--- src/logic/seh_consts.svh ---
// named offsets, field positions, reset values and timing figures of the eeprom host interface
`ifndef SEH_CONSTS_SVH
`define SEH_CONSTS_SVH
// register indices; byte address is four times the index
`define SEH_IDX_MODE 8'hf1
`define SEH_IDX_PTR 8'hf2
`define SEH_IDX_WDATA 8'hf3
`define SEH_IDX_WSTATE 8'hf4
`define SEH_IDX_RDATA 8'hf5
`define SEH_IDX_RSTATE 8'hf6
`define SEH_IDX_PINCTL 8'hf7
// field positions
`define SEH_LOCK_W 4
`define SEH_MODE_SIZE_BIT 4
`define SEH_WST_DIR_BIT 7
`define SEH_PIN_IN 0
`define SEH_PIN_OUT 1
`define SEH_PIN_CLK 2
`define SEH_PIN_SEL 3
`define SEH_PINCTL_CFG_BIT 0
// write status encodings
`define SEH_WST_READY 2'b11
`define SEH_WST_LOW_HELD 2'b10
`define SEH_WST_BUSY 2'b00
// serial opcodes and frame lengths
`define SEH_OP_READ 2'b10
`define SEH_OP_WRITE 2'b01
`define SEH_OP_EWEN 2'b00
`define SEH_EWEN_ADDR_BIG 8'hc0
`define SEH_EWEN_ADDR_SMALL 8'h30
`define SEH_FRAME_BIG 5'd27
`define SEH_FRAME_SMALL 5'd25
`define SEH_FRAME_EWEN_BIG 5'd11
`define SEH_FRAME_EWEN_SMALL 5'd9
// timing
`define SEH_CLK_PERIOD_NS 25
`define SEH_SK_HALF_NS 500
`define SEH_CS_LOW_NS 250
// bus answers and reset values
`define SEH_RESP_OKAY 2'b00
`define SEH_RESP_SLVERR 2'b10
`define SEH_RST_BYTE 8'h00
`define SEH_RST_WORD 16'h0000
`endif

--- src/logic/seh_pkg.sv ---
// types shared by the eeprom host interface
package seh_pkg;
   typedef enum {SEH_IDLE, SEH_SHIFT, SEH_GAP, SEH_POLL} seh_phase_e;
   typedef enum {SEH_CMD_EWEN, SEH_CMD_WRITE, SEH_CMD_READ, SEH_CMD_POLL} seh_cmd_e;
   typedef logic [1:0] seh_resp_t;
   typedef logic [31:0] seh_data_t;
endpackage

--- src/logic/seh_eeprom_if.sv ---
// serial eeprom host interface: axi4-lite registers and four-wire serial engine
`timescale 1ns/1ps
`default_nettype none
`include "seh_consts.svh"
module seh_eeprom_if #(
   parameter int ADDR_W = 12,
   parameter int SK_HALF_NS = `SEH_SK_HALF_NS,
   parameter int CS_LOW_NS = `SEH_CS_LOW_NS
) (
   // clock and reset
   input wire logic CLK,
   input wire logic RESET,
   // axi4-lite write address and data
   input wire logic [ADDR_W-1:0] S_AXI_AWADDR,
   input wire logic S_AXI_AWVALID,
   output logic S_AXI_AWREADY,
   input wire seh_pkg::seh_data_t S_AXI_WDATA,
   input wire logic [3:0] S_AXI_WSTRB,
   input wire logic S_AXI_WVALID,
   output logic S_AXI_WREADY,
   // axi4-lite write response
   output seh_pkg::seh_resp_t S_AXI_BRESP,
   output logic S_AXI_BVALID,
   input wire logic S_AXI_BREADY,
   // axi4-lite read
   input wire logic [ADDR_W-1:0] S_AXI_ARADDR,
   input wire logic S_AXI_ARVALID,
   output logic S_AXI_ARREADY,
   output seh_pkg::seh_data_t S_AXI_RDATA,
   output seh_pkg::seh_resp_t S_AXI_RRESP,
   output logic S_AXI_RVALID,
   input wire logic S_AXI_RREADY,
   // serial eeprom pins
   input wire logic EEPROM_SERIAL_IN_PIN,
   output logic EEPROM_SERIAL_OUT_PIN,
   output logic EEPROM_SERIAL_CLOCK_PIN,
   output logic EEPROM_SELECT_PIN
);
   import seh_pkg::*;

   localparam int SK_CYC = (SK_HALF_NS + `SEH_CLK_PERIOD_NS - 1) / `SEH_CLK_PERIOD_NS;
   localparam int GAP_CYC = (CS_LOW_NS + `SEH_CLK_PERIOD_NS - 1) / `SEH_CLK_PERIOD_NS;
   localparam logic [7:0] SK_RELOAD = 8'(SK_CYC - 1);
   localparam logic [7:0] GAP_RELOAD = 8'(GAP_CYC - 1);

   // refuse settings the address decode or the counters cannot serve
   generate
      if (ADDR_W < 11 || ADDR_W > 32) begin : g_bad_addr
         $error("ADDR_W must lie between 11 and 32");
      end
      if (SK_CYC < 1 || SK_CYC > 256 || GAP_CYC < 1 || GAP_CYC > 256) begin : g_bad_time
         $error("serial timing does not fit the 8-bit counter");
      end
   endgenerate

   // register hit on a word-aligned index
   function automatic logic reg_hit(input logic [ADDR_W-1:0] addr, input logic [7:0] idx);
      reg_hit = (addr[ADDR_W-1:2] == (ADDR_W-2)'(idx));
   endfunction

   // word address inside a locked 32-byte block of the first 128 bytes
   function automatic logic is_locked(input logic [7:0] addr, input logic [3:0] lock);
      is_locked = (addr[7:6] == 2'b00) && lock[addr[5:4]];
   endfunction

   // left-aligned serial frame: start bit, opcode, address, data
   function automatic logic [26:0] frame(input logic [1:0] op, input logic [7:0] addr,
                                         input logic [15:0] data, input logic big);
      if (big) begin
         frame = {1'b1, op, addr, data};
      end else begin
         frame = {1'b1, op, addr[5:0], data, 2'b00};
      end
   endfunction

   // host-visible state
   logic [3:0] lock;
   logic size_big;
   logic cfg_mode;
   logic [3:0] pin_inv;
   logic [7:0] ptr;
   logic wdir;
   logic [1:0] wstate;
   logic [7:0] wlo;
   logic [15:0] wword;
   logic [7:0] wr_addr;
   logic wr_req;
   logic rd_req;
   logic rd_valid;
   logic rd_hi;
   logic [15:0] rd_data;
   // bus state
   logic aw_held;
   logic w_held;
   logic [ADDR_W-1:0] aw_addr;
   logic [7:0] w_byte;
   logic w_lane;
   // serial engine state
   seh_phase_e phase;
   seh_cmd_e cmd;
   logic [7:0] cnt;
   logic sk_high;
   logic [4:0] nbits;
   logic [26:0] tx;
   logic [15:0] rx;
   logic cs;
   logic eng_wr_done;
   logic eng_rd_done;
   logic [15:0] eng_word;
   logic din_s1;
   logic din_s2;
   logic din;

   // request decode
   logic wr_do;
   logic rd_do;
   logic wr_en;
   logic start_wr;
   logic start_rd;
   logic host_ptr_wr;
   logic byte_pair_wr;
   logic byte_pair_rd;
   logic [1:0] ptr_inc;
   logic [7:0] rd_value;
   logic rd_mapped;
   logic wr_mapped;

   assign wr_do = aw_held && w_held && !S_AXI_BVALID;
   assign rd_do = S_AXI_ARVALID && S_AXI_ARREADY;
   assign wr_en = wr_do && w_lane && cfg_mode;
   assign host_ptr_wr = wr_en && reg_hit(aw_addr, `SEH_IDX_PTR);
   assign byte_pair_wr = wr_en && reg_hit(aw_addr, `SEH_IDX_WDATA)
                         && (wstate == `SEH_WST_LOW_HELD);
   assign byte_pair_rd = rd_do && cfg_mode && reg_hit(S_AXI_ARADDR, `SEH_IDX_RDATA)
                         && rd_valid && rd_hi;
   assign ptr_inc = {1'b0, byte_pair_wr} + {1'b0, byte_pair_rd};
   assign start_wr = (phase == SEH_IDLE) && wr_req;
   assign start_rd = (phase == SEH_IDLE) && !wr_req && rd_req;
   assign din = din_s2 ^ pin_inv[`SEH_PIN_IN];

   // read value and map check
   always_comb begin
      rd_value = `SEH_RST_BYTE;
      rd_mapped = 1'b1;
      if (reg_hit(S_AXI_ARADDR, `SEH_IDX_PINCTL)) begin
         rd_value = {3'b000, pin_inv, cfg_mode};
      end else if (!cfg_mode) begin
         rd_value = `SEH_RST_BYTE;
         rd_mapped = reg_hit(S_AXI_ARADDR, `SEH_IDX_MODE) || reg_hit(S_AXI_ARADDR, `SEH_IDX_PTR)
                     || reg_hit(S_AXI_ARADDR, `SEH_IDX_WDATA)
                     || reg_hit(S_AXI_ARADDR, `SEH_IDX_WSTATE)
                     || reg_hit(S_AXI_ARADDR, `SEH_IDX_RDATA)
                     || reg_hit(S_AXI_ARADDR, `SEH_IDX_RSTATE);
      end else if (reg_hit(S_AXI_ARADDR, `SEH_IDX_MODE)) begin
         rd_value = {3'b000, size_big, lock};
      end else if (reg_hit(S_AXI_ARADDR, `SEH_IDX_PTR)) begin
         rd_value = ptr;
      end else if (reg_hit(S_AXI_ARADDR, `SEH_IDX_WDATA)) begin
         rd_value = `SEH_RST_BYTE;
      end else if (reg_hit(S_AXI_ARADDR, `SEH_IDX_WSTATE)) begin
         rd_value = {wdir, 5'b00000, wstate};
      end else if (reg_hit(S_AXI_ARADDR, `SEH_IDX_RDATA)) begin
         rd_value = rd_hi ? rd_data[15:8] : rd_data[7:0];
      end else if (reg_hit(S_AXI_ARADDR, `SEH_IDX_RSTATE)) begin
         rd_value = {7'b0000000, rd_valid};
      end else begin
         rd_mapped = 1'b0;
      end
   end

   // write map check
   assign wr_mapped = reg_hit(aw_addr, `SEH_IDX_MODE) || reg_hit(aw_addr, `SEH_IDX_PTR)
                      || reg_hit(aw_addr, `SEH_IDX_WDATA) || reg_hit(aw_addr, `SEH_IDX_WSTATE)
                      || reg_hit(aw_addr, `SEH_IDX_RDATA) || reg_hit(aw_addr, `SEH_IDX_RSTATE)
                      || reg_hit(aw_addr, `SEH_IDX_PINCTL);

   // axi write channels: address and data taken in either order, then one response
   always_ff @(posedge CLK or posedge RESET) begin
      if (RESET) begin
         S_AXI_AWREADY <= 1'b1;
         S_AXI_WREADY <= 1'b1;
         S_AXI_BVALID <= 1'b0;
         S_AXI_BRESP <= `SEH_RESP_OKAY;
         aw_held <= 1'b0;
         w_held <= 1'b0;
         aw_addr <= '0;
         w_byte <= `SEH_RST_BYTE;
         w_lane <= 1'b0;
      end else begin
         if (S_AXI_AWVALID && S_AXI_AWREADY) begin
            aw_held <= 1'b1;
            aw_addr <= S_AXI_AWADDR;
            S_AXI_AWREADY <= 1'b0;
         end
         if (S_AXI_WVALID && S_AXI_WREADY) begin
            w_held <= 1'b1;
            w_byte <= S_AXI_WDATA[7:0];
            w_lane <= S_AXI_WSTRB[0];
            S_AXI_WREADY <= 1'b0;
         end
         if (wr_do) begin
            aw_held <= 1'b0;
            w_held <= 1'b0;
            S_AXI_BVALID <= 1'b1;
            S_AXI_BRESP <= wr_mapped ? `SEH_RESP_OKAY : `SEH_RESP_SLVERR;
         end
         if (S_AXI_BVALID && S_AXI_BREADY) begin
            S_AXI_BVALID <= 1'b0;
            S_AXI_AWREADY <= 1'b1;
            S_AXI_WREADY <= 1'b1;
         end
      end
   end

   // axi read channel: answer one cycle after the address is taken
   always_ff @(posedge CLK or posedge RESET) begin
      if (RESET) begin
         S_AXI_ARREADY <= 1'b1;
         S_AXI_RVALID <= 1'b0;
         S_AXI_RDATA <= '0;
         S_AXI_RRESP <= `SEH_RESP_OKAY;
      end else begin
         if (rd_do) begin
            S_AXI_ARREADY <= 1'b0;
            S_AXI_RVALID <= 1'b1;
            S_AXI_RDATA <= {24'h000000, rd_value};
            S_AXI_RRESP <= rd_mapped ? `SEH_RESP_OKAY : `SEH_RESP_SLVERR;
         end else if (S_AXI_RVALID && S_AXI_RREADY) begin
            S_AXI_RVALID <= 1'b0;
            S_AXI_ARREADY <= 1'b1;
         end
      end
   end

   // mode, lock and pin control
   always_ff @(posedge CLK or posedge RESET) begin
      if (RESET) begin
         lock <= '0;
         size_big <= 1'b0;
         cfg_mode <= 1'b0;
         pin_inv <= '0;
      end else begin
         if (wr_en && reg_hit(aw_addr, `SEH_IDX_MODE)) begin
            lock <= lock | w_byte[`SEH_LOCK_W-1:0];
            size_big <= w_byte[`SEH_MODE_SIZE_BIT];
         end
         if (wr_do && w_lane && reg_hit(aw_addr, `SEH_IDX_PINCTL)) begin
            cfg_mode <= w_byte[`SEH_PINCTL_CFG_BIT];
            pin_inv <= w_byte[`SEH_PIN_SEL+1:`SEH_PIN_IN+1];
         end
      end
   end

   // pointer: host write wins over increments
   always_ff @(posedge CLK or posedge RESET) begin
      if (RESET) begin
         ptr <= `SEH_RST_BYTE;
      end else if (host_ptr_wr) begin
         ptr <= w_byte;
      end else begin
         ptr <= ptr + {6'b000000, ptr_inc};
      end
   end

   // write path: direction, byte pairing and write status
   always_ff @(posedge CLK or posedge RESET) begin
      if (RESET) begin
         wdir <= 1'b0;
         wstate <= `SEH_WST_READY;
         wlo <= `SEH_RST_BYTE;
         wword <= `SEH_RST_WORD;
         wr_addr <= `SEH_RST_BYTE;
         wr_req <= 1'b0;
      end else begin
         if (wr_en && reg_hit(aw_addr, `SEH_IDX_WSTATE)) begin
            wdir <= w_byte[`SEH_WST_DIR_BIT];
         end
         if (start_wr) begin
            wr_req <= 1'b0;
         end
         if (eng_wr_done) begin
            wstate <= `SEH_WST_READY;
         end else if (wr_en && reg_hit(aw_addr, `SEH_IDX_WDATA)) begin
            if (wstate == `SEH_WST_READY) begin
               wlo <= w_byte;
               wstate <= `SEH_WST_LOW_HELD;
            end else if (wstate == `SEH_WST_LOW_HELD) begin
               wword <= {w_byte, wlo};
               wr_addr <= ptr;
               wstate <= `SEH_WST_BUSY;
               wr_req <= 1'b1;
            end
         end
      end
   end

   // read path: prefetch request, valid flag and byte select
   always_ff @(posedge CLK or posedge RESET) begin
      if (RESET) begin
         rd_req <= 1'b0;
         rd_valid <= 1'b0;
         rd_hi <= 1'b0;
         rd_data <= `SEH_RST_WORD;
      end else begin
         // any pointer update, host write or auto-increment, restarts the prefetch in read mode
         if (host_ptr_wr || byte_pair_rd || byte_pair_wr) begin
            rd_req <= !wdir;
            rd_valid <= 1'b0;
            rd_hi <= 1'b0;
         end else begin
            if (start_rd) begin
               rd_req <= 1'b0;
            end
            if (eng_rd_done) begin
               rd_data <= eng_word;
               rd_valid <= !rd_req;
               rd_hi <= 1'b0;
            end else if (rd_do && cfg_mode && rd_valid
                         && reg_hit(S_AXI_ARADDR, `SEH_IDX_RDATA)) begin
               rd_hi <= 1'b1;
            end
         end
      end
   end

   // serial engine: frames on a divided clock, completion poll on the data line
   always_ff @(posedge CLK or posedge RESET) begin
      if (RESET) begin
         phase <= SEH_IDLE;
         cmd <= SEH_CMD_READ;
         cnt <= '0;
         sk_high <= 1'b0;
         nbits <= '0;
         tx <= '0;
         rx <= `SEH_RST_WORD;
         cs <= 1'b0;
         eng_wr_done <= 1'b0;
         eng_rd_done <= 1'b0;
         eng_word <= `SEH_RST_WORD;
      end else begin
         eng_wr_done <= 1'b0;
         eng_rd_done <= 1'b0;
         unique case (phase)
            SEH_IDLE: begin
               if (start_wr) begin
                  if (is_locked(wr_addr, lock)) begin
                     eng_wr_done <= 1'b1;
                  end else begin
                     cmd <= SEH_CMD_EWEN;
                     tx <= frame(`SEH_OP_EWEN, size_big ? `SEH_EWEN_ADDR_BIG
                                 : `SEH_EWEN_ADDR_SMALL, `SEH_RST_WORD, size_big);
                     nbits <= size_big ? `SEH_FRAME_EWEN_BIG : `SEH_FRAME_EWEN_SMALL;
                     cs <= 1'b1;
                     cnt <= SK_RELOAD;
                     phase <= SEH_SHIFT;
                  end
               end else if (start_rd) begin
                  if (is_locked(ptr, lock)) begin
                     eng_word <= `SEH_RST_WORD;
                     eng_rd_done <= 1'b1;
                  end else begin
                     cmd <= SEH_CMD_READ;
                     tx <= frame(`SEH_OP_READ, ptr, `SEH_RST_WORD, size_big);
                     nbits <= size_big ? `SEH_FRAME_BIG : `SEH_FRAME_SMALL;
                     cs <= 1'b1;
                     cnt <= SK_RELOAD;
                     phase <= SEH_SHIFT;
                  end
               end
            end
            SEH_SHIFT: begin
               if (cnt != 8'h00) begin
                  cnt <= cnt - 8'h01;
               end else if (!sk_high) begin
                  sk_high <= 1'b1;
                  cnt <= SK_RELOAD;
               end else begin
                  sk_high <= 1'b0;
                  rx <= {rx[14:0], din};
                  tx <= {tx[25:0], 1'b0};
                  nbits <= nbits - 5'd1;
                  if (nbits == 5'd1) begin
                     cs <= 1'b0;
                     cnt <= GAP_RELOAD;
                     phase <= SEH_GAP;
                  end else begin
                     cnt <= SK_RELOAD;
                  end
               end
            end
            SEH_GAP: begin
               if (cnt != 8'h00) begin
                  cnt <= cnt - 8'h01;
               end else begin
                  unique case (cmd)
                     SEH_CMD_EWEN: begin
                        cmd <= SEH_CMD_WRITE;
                        tx <= frame(`SEH_OP_WRITE, wr_addr, wword, size_big);
                        nbits <= size_big ? `SEH_FRAME_BIG : `SEH_FRAME_SMALL;
                        cs <= 1'b1;
                        cnt <= SK_RELOAD;
                        phase <= SEH_SHIFT;
                     end
                     SEH_CMD_WRITE: begin
                        cs <= 1'b1;
                        cnt <= SK_RELOAD;
                        phase <= SEH_POLL;
                     end
                     SEH_CMD_READ: begin
                        eng_word <= rx;
                        eng_rd_done <= 1'b1;
                        phase <= SEH_IDLE;
                     end
                     SEH_CMD_POLL: begin
                        eng_wr_done <= 1'b1;
                        phase <= SEH_IDLE;
                     end
                  endcase
               end
            end
            SEH_POLL: begin
               if (cnt != 8'h00) begin
                  cnt <= cnt - 8'h01;
               end else if (din) begin
                  cs <= 1'b0;
                  cmd <= SEH_CMD_POLL;
                  cnt <= GAP_RELOAD;
                  phase <= SEH_GAP;
               end
            end
         endcase
      end
   end

   // pin stage: polarity applied, outputs straight from flip-flops
   always_ff @(posedge CLK or posedge RESET) begin
      if (RESET) begin
         EEPROM_SERIAL_OUT_PIN <= 1'b0;
         EEPROM_SERIAL_CLOCK_PIN <= 1'b0;
         EEPROM_SELECT_PIN <= 1'b0;
      end else begin
         EEPROM_SERIAL_OUT_PIN <= (cs && tx[26]) ^ pin_inv[`SEH_PIN_OUT];
         EEPROM_SERIAL_CLOCK_PIN <= sk_high ^ pin_inv[`SEH_PIN_CLK];
         EEPROM_SELECT_PIN <= cs ^ pin_inv[`SEH_PIN_SEL];
      end
   end

   // two-flop synchroniser on the memory's serial output
   always_ff @(posedge CLK or posedge RESET) begin
      if (RESET) begin
         din_s1 <= 1'b0;
         din_s2 <= 1'b0;
      end else begin
         din_s1 <= EEPROM_SERIAL_IN_PIN;
         din_s2 <= din_s1;
      end
   end
endmodule
`default_nettype wire

--- config.mk ---
export PLATFORM = sky130hd
export DESIGN_NAME = seh_eeprom_if
export DESIGN_NICKNAME = d
export VERILOG_FILES = /design/src/logic/seh_pkg.sv /design/src/logic/seh_eeprom_if.sv
export VERILOG_INCLUDE_DIRS = /design/src /design/src/logic
export SDC_FILE = /design/constraint.sdc
export NUM_CORES = 1
export LEC_CHECK = 0
export BUFFER_PORTS_ARGS = -buffer_cell sky130_fd_sc_hd__buf_4
export CAP_MARGIN = 20
export CORE_ASPECT_RATIO = 0.7
export CORE_MARGIN = 4
export CORE_UTILIZATION = 55
export DETAILED_ROUTE_END_ITERATION = 7
export HOLD_SLACK_MARGIN = 0.12
export PLACE_DENSITY = 0.76
export RECOVER_POWER = 50
export SYNTH_ARGS = -nofsm -noshare
export SYNTH_HDL_FRONTEND = slang
export SYNTH_SLANG_ARGS = --single-unit
--- constraint.sdc ---
create_clock -name CLK -period 8.9 [get_ports CLK]
set_input_delay 0.89 -clock CLK [delete_from_list [all_inputs] [get_ports CLK]]
set_output_delay 0.89 -clock CLK [all_outputs]
set_load 0.1 [all_outputs]
Word level (Yosys, flattened, before mapping)
Cells that the tools add are included.

word-level totals
  register bits = 258
  logic and storage cells = 318
  input port bits = 68
  output and inout port bits = 44

operators by class
  equal/unequal tests = 40
  bitwise logic cells = 9
  order comparisons = 2
  $add $sub $neg = 4
  reduce and logical (&&, ||, !) cells = 78
  mux-type cells = 141

operator list
  operator                                               count
  two-way mux 32 bit                                     18
  two-way mux 27 bit                                     8
  one-hot mux 32 bit (3 select lines)                    2
  two-way mux 8 bit                                      19
  equality test 10 x 8 -> 1 bit (second input constant)  14
  equality test 32 x 2 -> 1 bit (second input constant)  4
  one-hot mux 32 bit (4 select lines)                    1
  logical NOT 32 bit                                     3
  one-hot mux 27 bit (3 select lines)                    1
  two-way mux 16 bit                                     5
  two-way mux 24 bit                                     3
  equality test 32 x 1 -> 1 bit (second input constant)  2
  two-way mux 1 bit                                      58
  two-way mux 5 bit                                      10
  one-hot mux 16 bit (2 select lines)                    1
  one-hot mux 8 bit (4 select lines)                     1
  logical AND 1 bit                                      27
  != test 2 bit (second input constant)                  12
  nonzero test 2 bit                                     10
  two-way mux 2 bit                                      8
  AND reduction 8 bit                                    2
  != test 3 bit (second input constant)                  5
  one-hot mux 5 bit (3 select lines)                     1
  logical OR 1 bit                                       13
  25 further kinds                                       46

Logic depth before layout (Yosys ltp)
  word-level depth = 10
  depth in mapped cells = 12

Worst setup path after synthesis
No wires, ideal clock.

  kind = input to register
  start = input S_AXI_ARADDR[5]
  end = register ptr[6]
  setup slack = 5.768 ns
  cell stages on the path = 10
  library setup time = 0.078 ns
  arrival = 3.054 ns
  buffers on the path = 0
  required time = 8.822 ns
  cell sequence = or3_1 > nor4_2 > nand3_1 > fa_1 > inv_1 > ha_1 > and3_1 > nand3_1 > xor2_1 > a21oi_1

between the ends
  longest elaborated chain between the ends = 7

ends and longest elaborated chain
  what                            line                  source
  start: declaration              seh_eeprom_if.sv:26   input wire logic [ADDR_W-1:0] S_AXI_ARADDR,
  equality test 10 x 8 -> 1 bit   seh_eeprom_if.sv:58   reg_hit = (addr[ADDR_W-1:2] == (ADDR_W-2)'(idx));
  logical AND 1 bit (3 in a row)  seh_eeprom_if.sv:134  assign byte_pair_rd = rd_do && cfg_mode && reg_hit(S_AXI_ARADDR, `SEH_IDX_RDATA)
  adder 1 x 1 -> 2 bit            seh_eeprom_if.sv:136  assign ptr_inc = {1'b0, byte_pair_wr} + {1'b0, byte_pair_rd};
  adder 8 x 2 -> 8 bit            seh_eeprom_if.sv:261  ptr <= ptr + {6'b000000, ptr_inc};
  two-way mux 8 bit               seh_eeprom_if.sv:258  end else if (host_ptr_wr) begin
  end signal: assignment          seh_eeprom_if.sv:257  ptr <= `SEH_RST_BYTE;
  end signal: assignment          seh_eeprom_if.sv:259  ptr <= w_byte;
  end signal: assignment          seh_eeprom_if.sv:261
  end: declaration                seh_eeprom_if.sv:81   logic [7:0] ptr;

Every way passes these cells.
A chain may end at the register's enable or synchronous reset.

==> key figures <==
Status
  – Status: finished with violations
  – Failing checks: capacitance limit, slew limit

STA
  – RSZ-0062 raised after global routing: false
  – Relative slew slack: -2.202
  – Final setup fails: 0
  – Final Cycle Share: 0.4883
  – Clock Skew: 0.01181 ns
  – Setup TNS Final: 0 ns
  – Maximum clock frequency: between 200 and 250 MHz
  – Fin. max-slew vios: about 110
  – Final critical-path required period: roughly 4.3 ns
  – WHS: ~0.35 ns
  – Hold Vio Cnt, Final: 0
  – Worst-Margin Slew: around 4.8 ns

Min path
  – Hold Path Class: flip-flop to flip-flop

Clocking
  – TritonCTS clock tree: yes
  – Clock Pin Slew Worst Setup and Hold Paths: 0.07 ns
  – Hold buffer count at cts: 0
  – Root Buffer: clkbuf_16
  – # clock sinks: 194
  – Cts repair resizes: 0
  – CTS Buffer Depth: 2
  – Setup Fix Bufs, Post-CTS: 0
  – Cts bufs inserted: 17
  – H-tree Lvls: 4
  – Worst skew pair latency: 0.44 ns

Setup path
  – Max FO, Critical Path: between 100 and 150
  – WP data arrival: 4.90 ns
  – Crit start category: primary input
  – CP required: about 9.5 ns
  – Critical Path End Type: asynchronous set/reset pin
  – Crit path cell chain: clkbuf_4 -> clkinvlp_2 -> clkbuf_1 -> buf_16
  – Slowest stage delay, CP: 2.62 ns
  – Worst Setup Path Type: primary input to asynchronous set/reset pin
  – Critical path's slowest cell: clkinvlp_2

Logic synthesis
  – Register area share after synthesis: 0.5044
  – Mapped Cells: 827
  – Main synth FF type: dfrtp_1
  – #FFs+latches synth: 194
  – Post-synthesis mux area share: 0.1951
  – Synth top area cells: dfrtp_1, mux2_2, mux2i_1
  – Async S/R FF share, synth: 1.000
  – Synthesized area: 9639 sq um
  – Count of cell types in the netlist: 73
  – Syn Area/Cell: 11.66 sq um
  – Yosys top cell by area: dfrtp_1
  – Area share of and/or/nand/nor cells after synthesis: 0.1105
  – Synth top area share: 0.4881
  – Largest family of logic cells by synthesized area: multiplexers
  – Post-Synth Adder-Cell Area: 0.01376
  – Compound-Gate Fraction of Synth Area: 0.1101
  – EDFF count, synth: 0
  – Synth warnings: 0
  – Xor/xnor share of the synthesized area: 0.01090

GRT
  – Global-route usage over all layers: 0.2099
  – First-pass GRT wire length: 33580 um
  – Vias in the first global route: between 6000 and 7000
  – Total grt overflow: 0
  – Initial antenna violation count: 0
  – Largest net degree at the start of global routing: between 100 and 150

Detailed routing
  – Antenna viol nets, final: 0
  – First-pass DRT Iterations: 5
  – DR WL/cell: 18.35 um
  – DR iter-0 viols: 491
  – Via count: 6432
  – Drt total wl: just over 20000 um
  – Avg Vias per Cell: 5.821
  – Remaining DRCs: 0

Die
  – Die area: 19740 sq um
  – IO Pins: 112
  – Chip height: 118.8 um
  – Row count: 40
  – Die width: 166.2 um
  – Core area: 17170 sq um
  – Starting Density: 0.5615

Power
  – Internal power component: 1.429 mW
  – Worst vdd rail ir drop: 0.0002269 V
  – Pwr dens: between 200 and 250 nW/um^2
  – Clk pwr share: 0.351
  – Sequential share of power: 0.481
  – Sw Ratio: 0.3284
  – Combinational fraction of design power: 0.169
  – P_sw: 698.9 uW
  – P_leak: 5.049 nW

Job
  – Max Cap Viol: 1

Final layout
  – Ratio of cells with drive above 1 in the final layout: 0.2689
  – P&R area growth vs syn: 10.20%
  – Final Util: 0.6188
  – Fin nets: 939
  – Antenna diodes: 0
  – Final instance area: 10620 sq um

Place
  – DP Wirelength: 13780 um
  – Final Wtd Congestion: 0.8716
  – I/O Buffers: 54
  – Post-DP Area: around 10000 sq um
state kept, by name (all words and copies together), names as in the netlist, 2 cells and up:
register     cells
wword           16
nbits            5
cnt              8
rx              16
w_byte           8
wr_addr          8
wstate           2
pin_inv          4
cmd              2
ptr              8
eng_word        16
wlo              8
aw_addr         10
lock             4
rd_data         16
S_AXI_RDATA      8
phase            2
tx              27
cell usage after synthesis, drive strengths merged (3+ instances only):
master and n:
o21a 4, nor2 41, dfrtp 188, and4 16
or2 6, nand2 52, inv 27, a2bb2oi 3
xnor2 6, o211ai 4, o31ai 9, xor2 6
nand2b 8, nand4 6, nor2b 5, nor4 6
or3 4, o311ai 3, mux2 126, o41ai 3
clkbuf 31, o22a 3, nand4b 3, nand3 15
nand3b 3, o21ai 45, ha 9, a21o 20
a221o 4, buf 40, a21oi 31, and2 3
o22ai 3, dfstp 6, a22oi 6, nor3 15
mux2i 36
per-stage QoR:
stage	cells	total power [mW]	setup WS, ns
4_1_cts	1103	2.145	5.284
3_3_place_gp	1071	1.391	5.426
3_5_place_dp	1071	1.400	5.334
2_1_floorplan	852	1.315	2.736
6_report	1105	2.128	4.555
5_1_grt	1105	2.212	3.666
cell type report:
type / instances / area (sq um)
clock buffer: 18 / 439.2
fill: 1332 / 6544
timing repair buffer: 61 / 470.5
multi-input combinational: 560 / 4325
inverter: 27 / 102.6
tap: 231 / 289.0
sequential: 194 / 4862
clock inverter: 14 / 133.9
critical path: cells and delay by family:
family,cells,cell delay (ns)
buffers and inverters,4,3.99
placed cells by master (no fill, tap or decap), drive strengths merged, types with 15 or more instances in the layout:
cell	n
a21o	20
o21ai	45
dfrtp	188
nand2	52
inv	35
conb	26
nor2	41
mux2	126
and4	16
nand3	15
mux2i	36
clkbuf	24
buf	55
nor3	15
a21oi	31
cells by family after synthesis:
kind of cell / count (synthesis)
AO/OA/AOI/OAI: 156
XOR/XNOR: 12
adder cells (fa/ha/maj): 10
buffers and inverters: 98
flip-flops: 194
multiplexers: 163
other: 1
AND/OR/NAND/NOR: 193
path summary, 6_finish.rpt:
check / from / to / slack [ns] / cells past startpoint
max: RESET / S_AXI_ARREADY / 4.55 / 4
min: din_s1 / din_s2 / 0.35 / 0
max reg2reg: phase[1] / tx[22] / 5.24 / 9
min reg2reg: din_s1 / din_s2 / 0.35 / 0
max in group CLK: phase[1] / tx[22] / 5.24 / 9
min in group asynchronous: RESET / aw_addr[5] / 1.90 / 2
power by group through the flow:
stage,logic [mW],registers (mW),clock network [mW]
6_report,0.359,1.02,0.747
5_1_grt,0.378,1.04,0.798
4_1_cts,0.360,1.02,0.761
3_5_place_dp,0.359,1.04,0
3_3_place_gp,0.353,1.04,0
2_1_floorplan,0.167,1.15,0
layer usage:
metal,global-route usage,part of all wire
met5,0,0
met4,0.04752,0.011
met3,0.04848,0.054
met2,0.3043,0.44
met1,0.3227,0.49
Note: power is estimated with default switching activity, not from simulation.
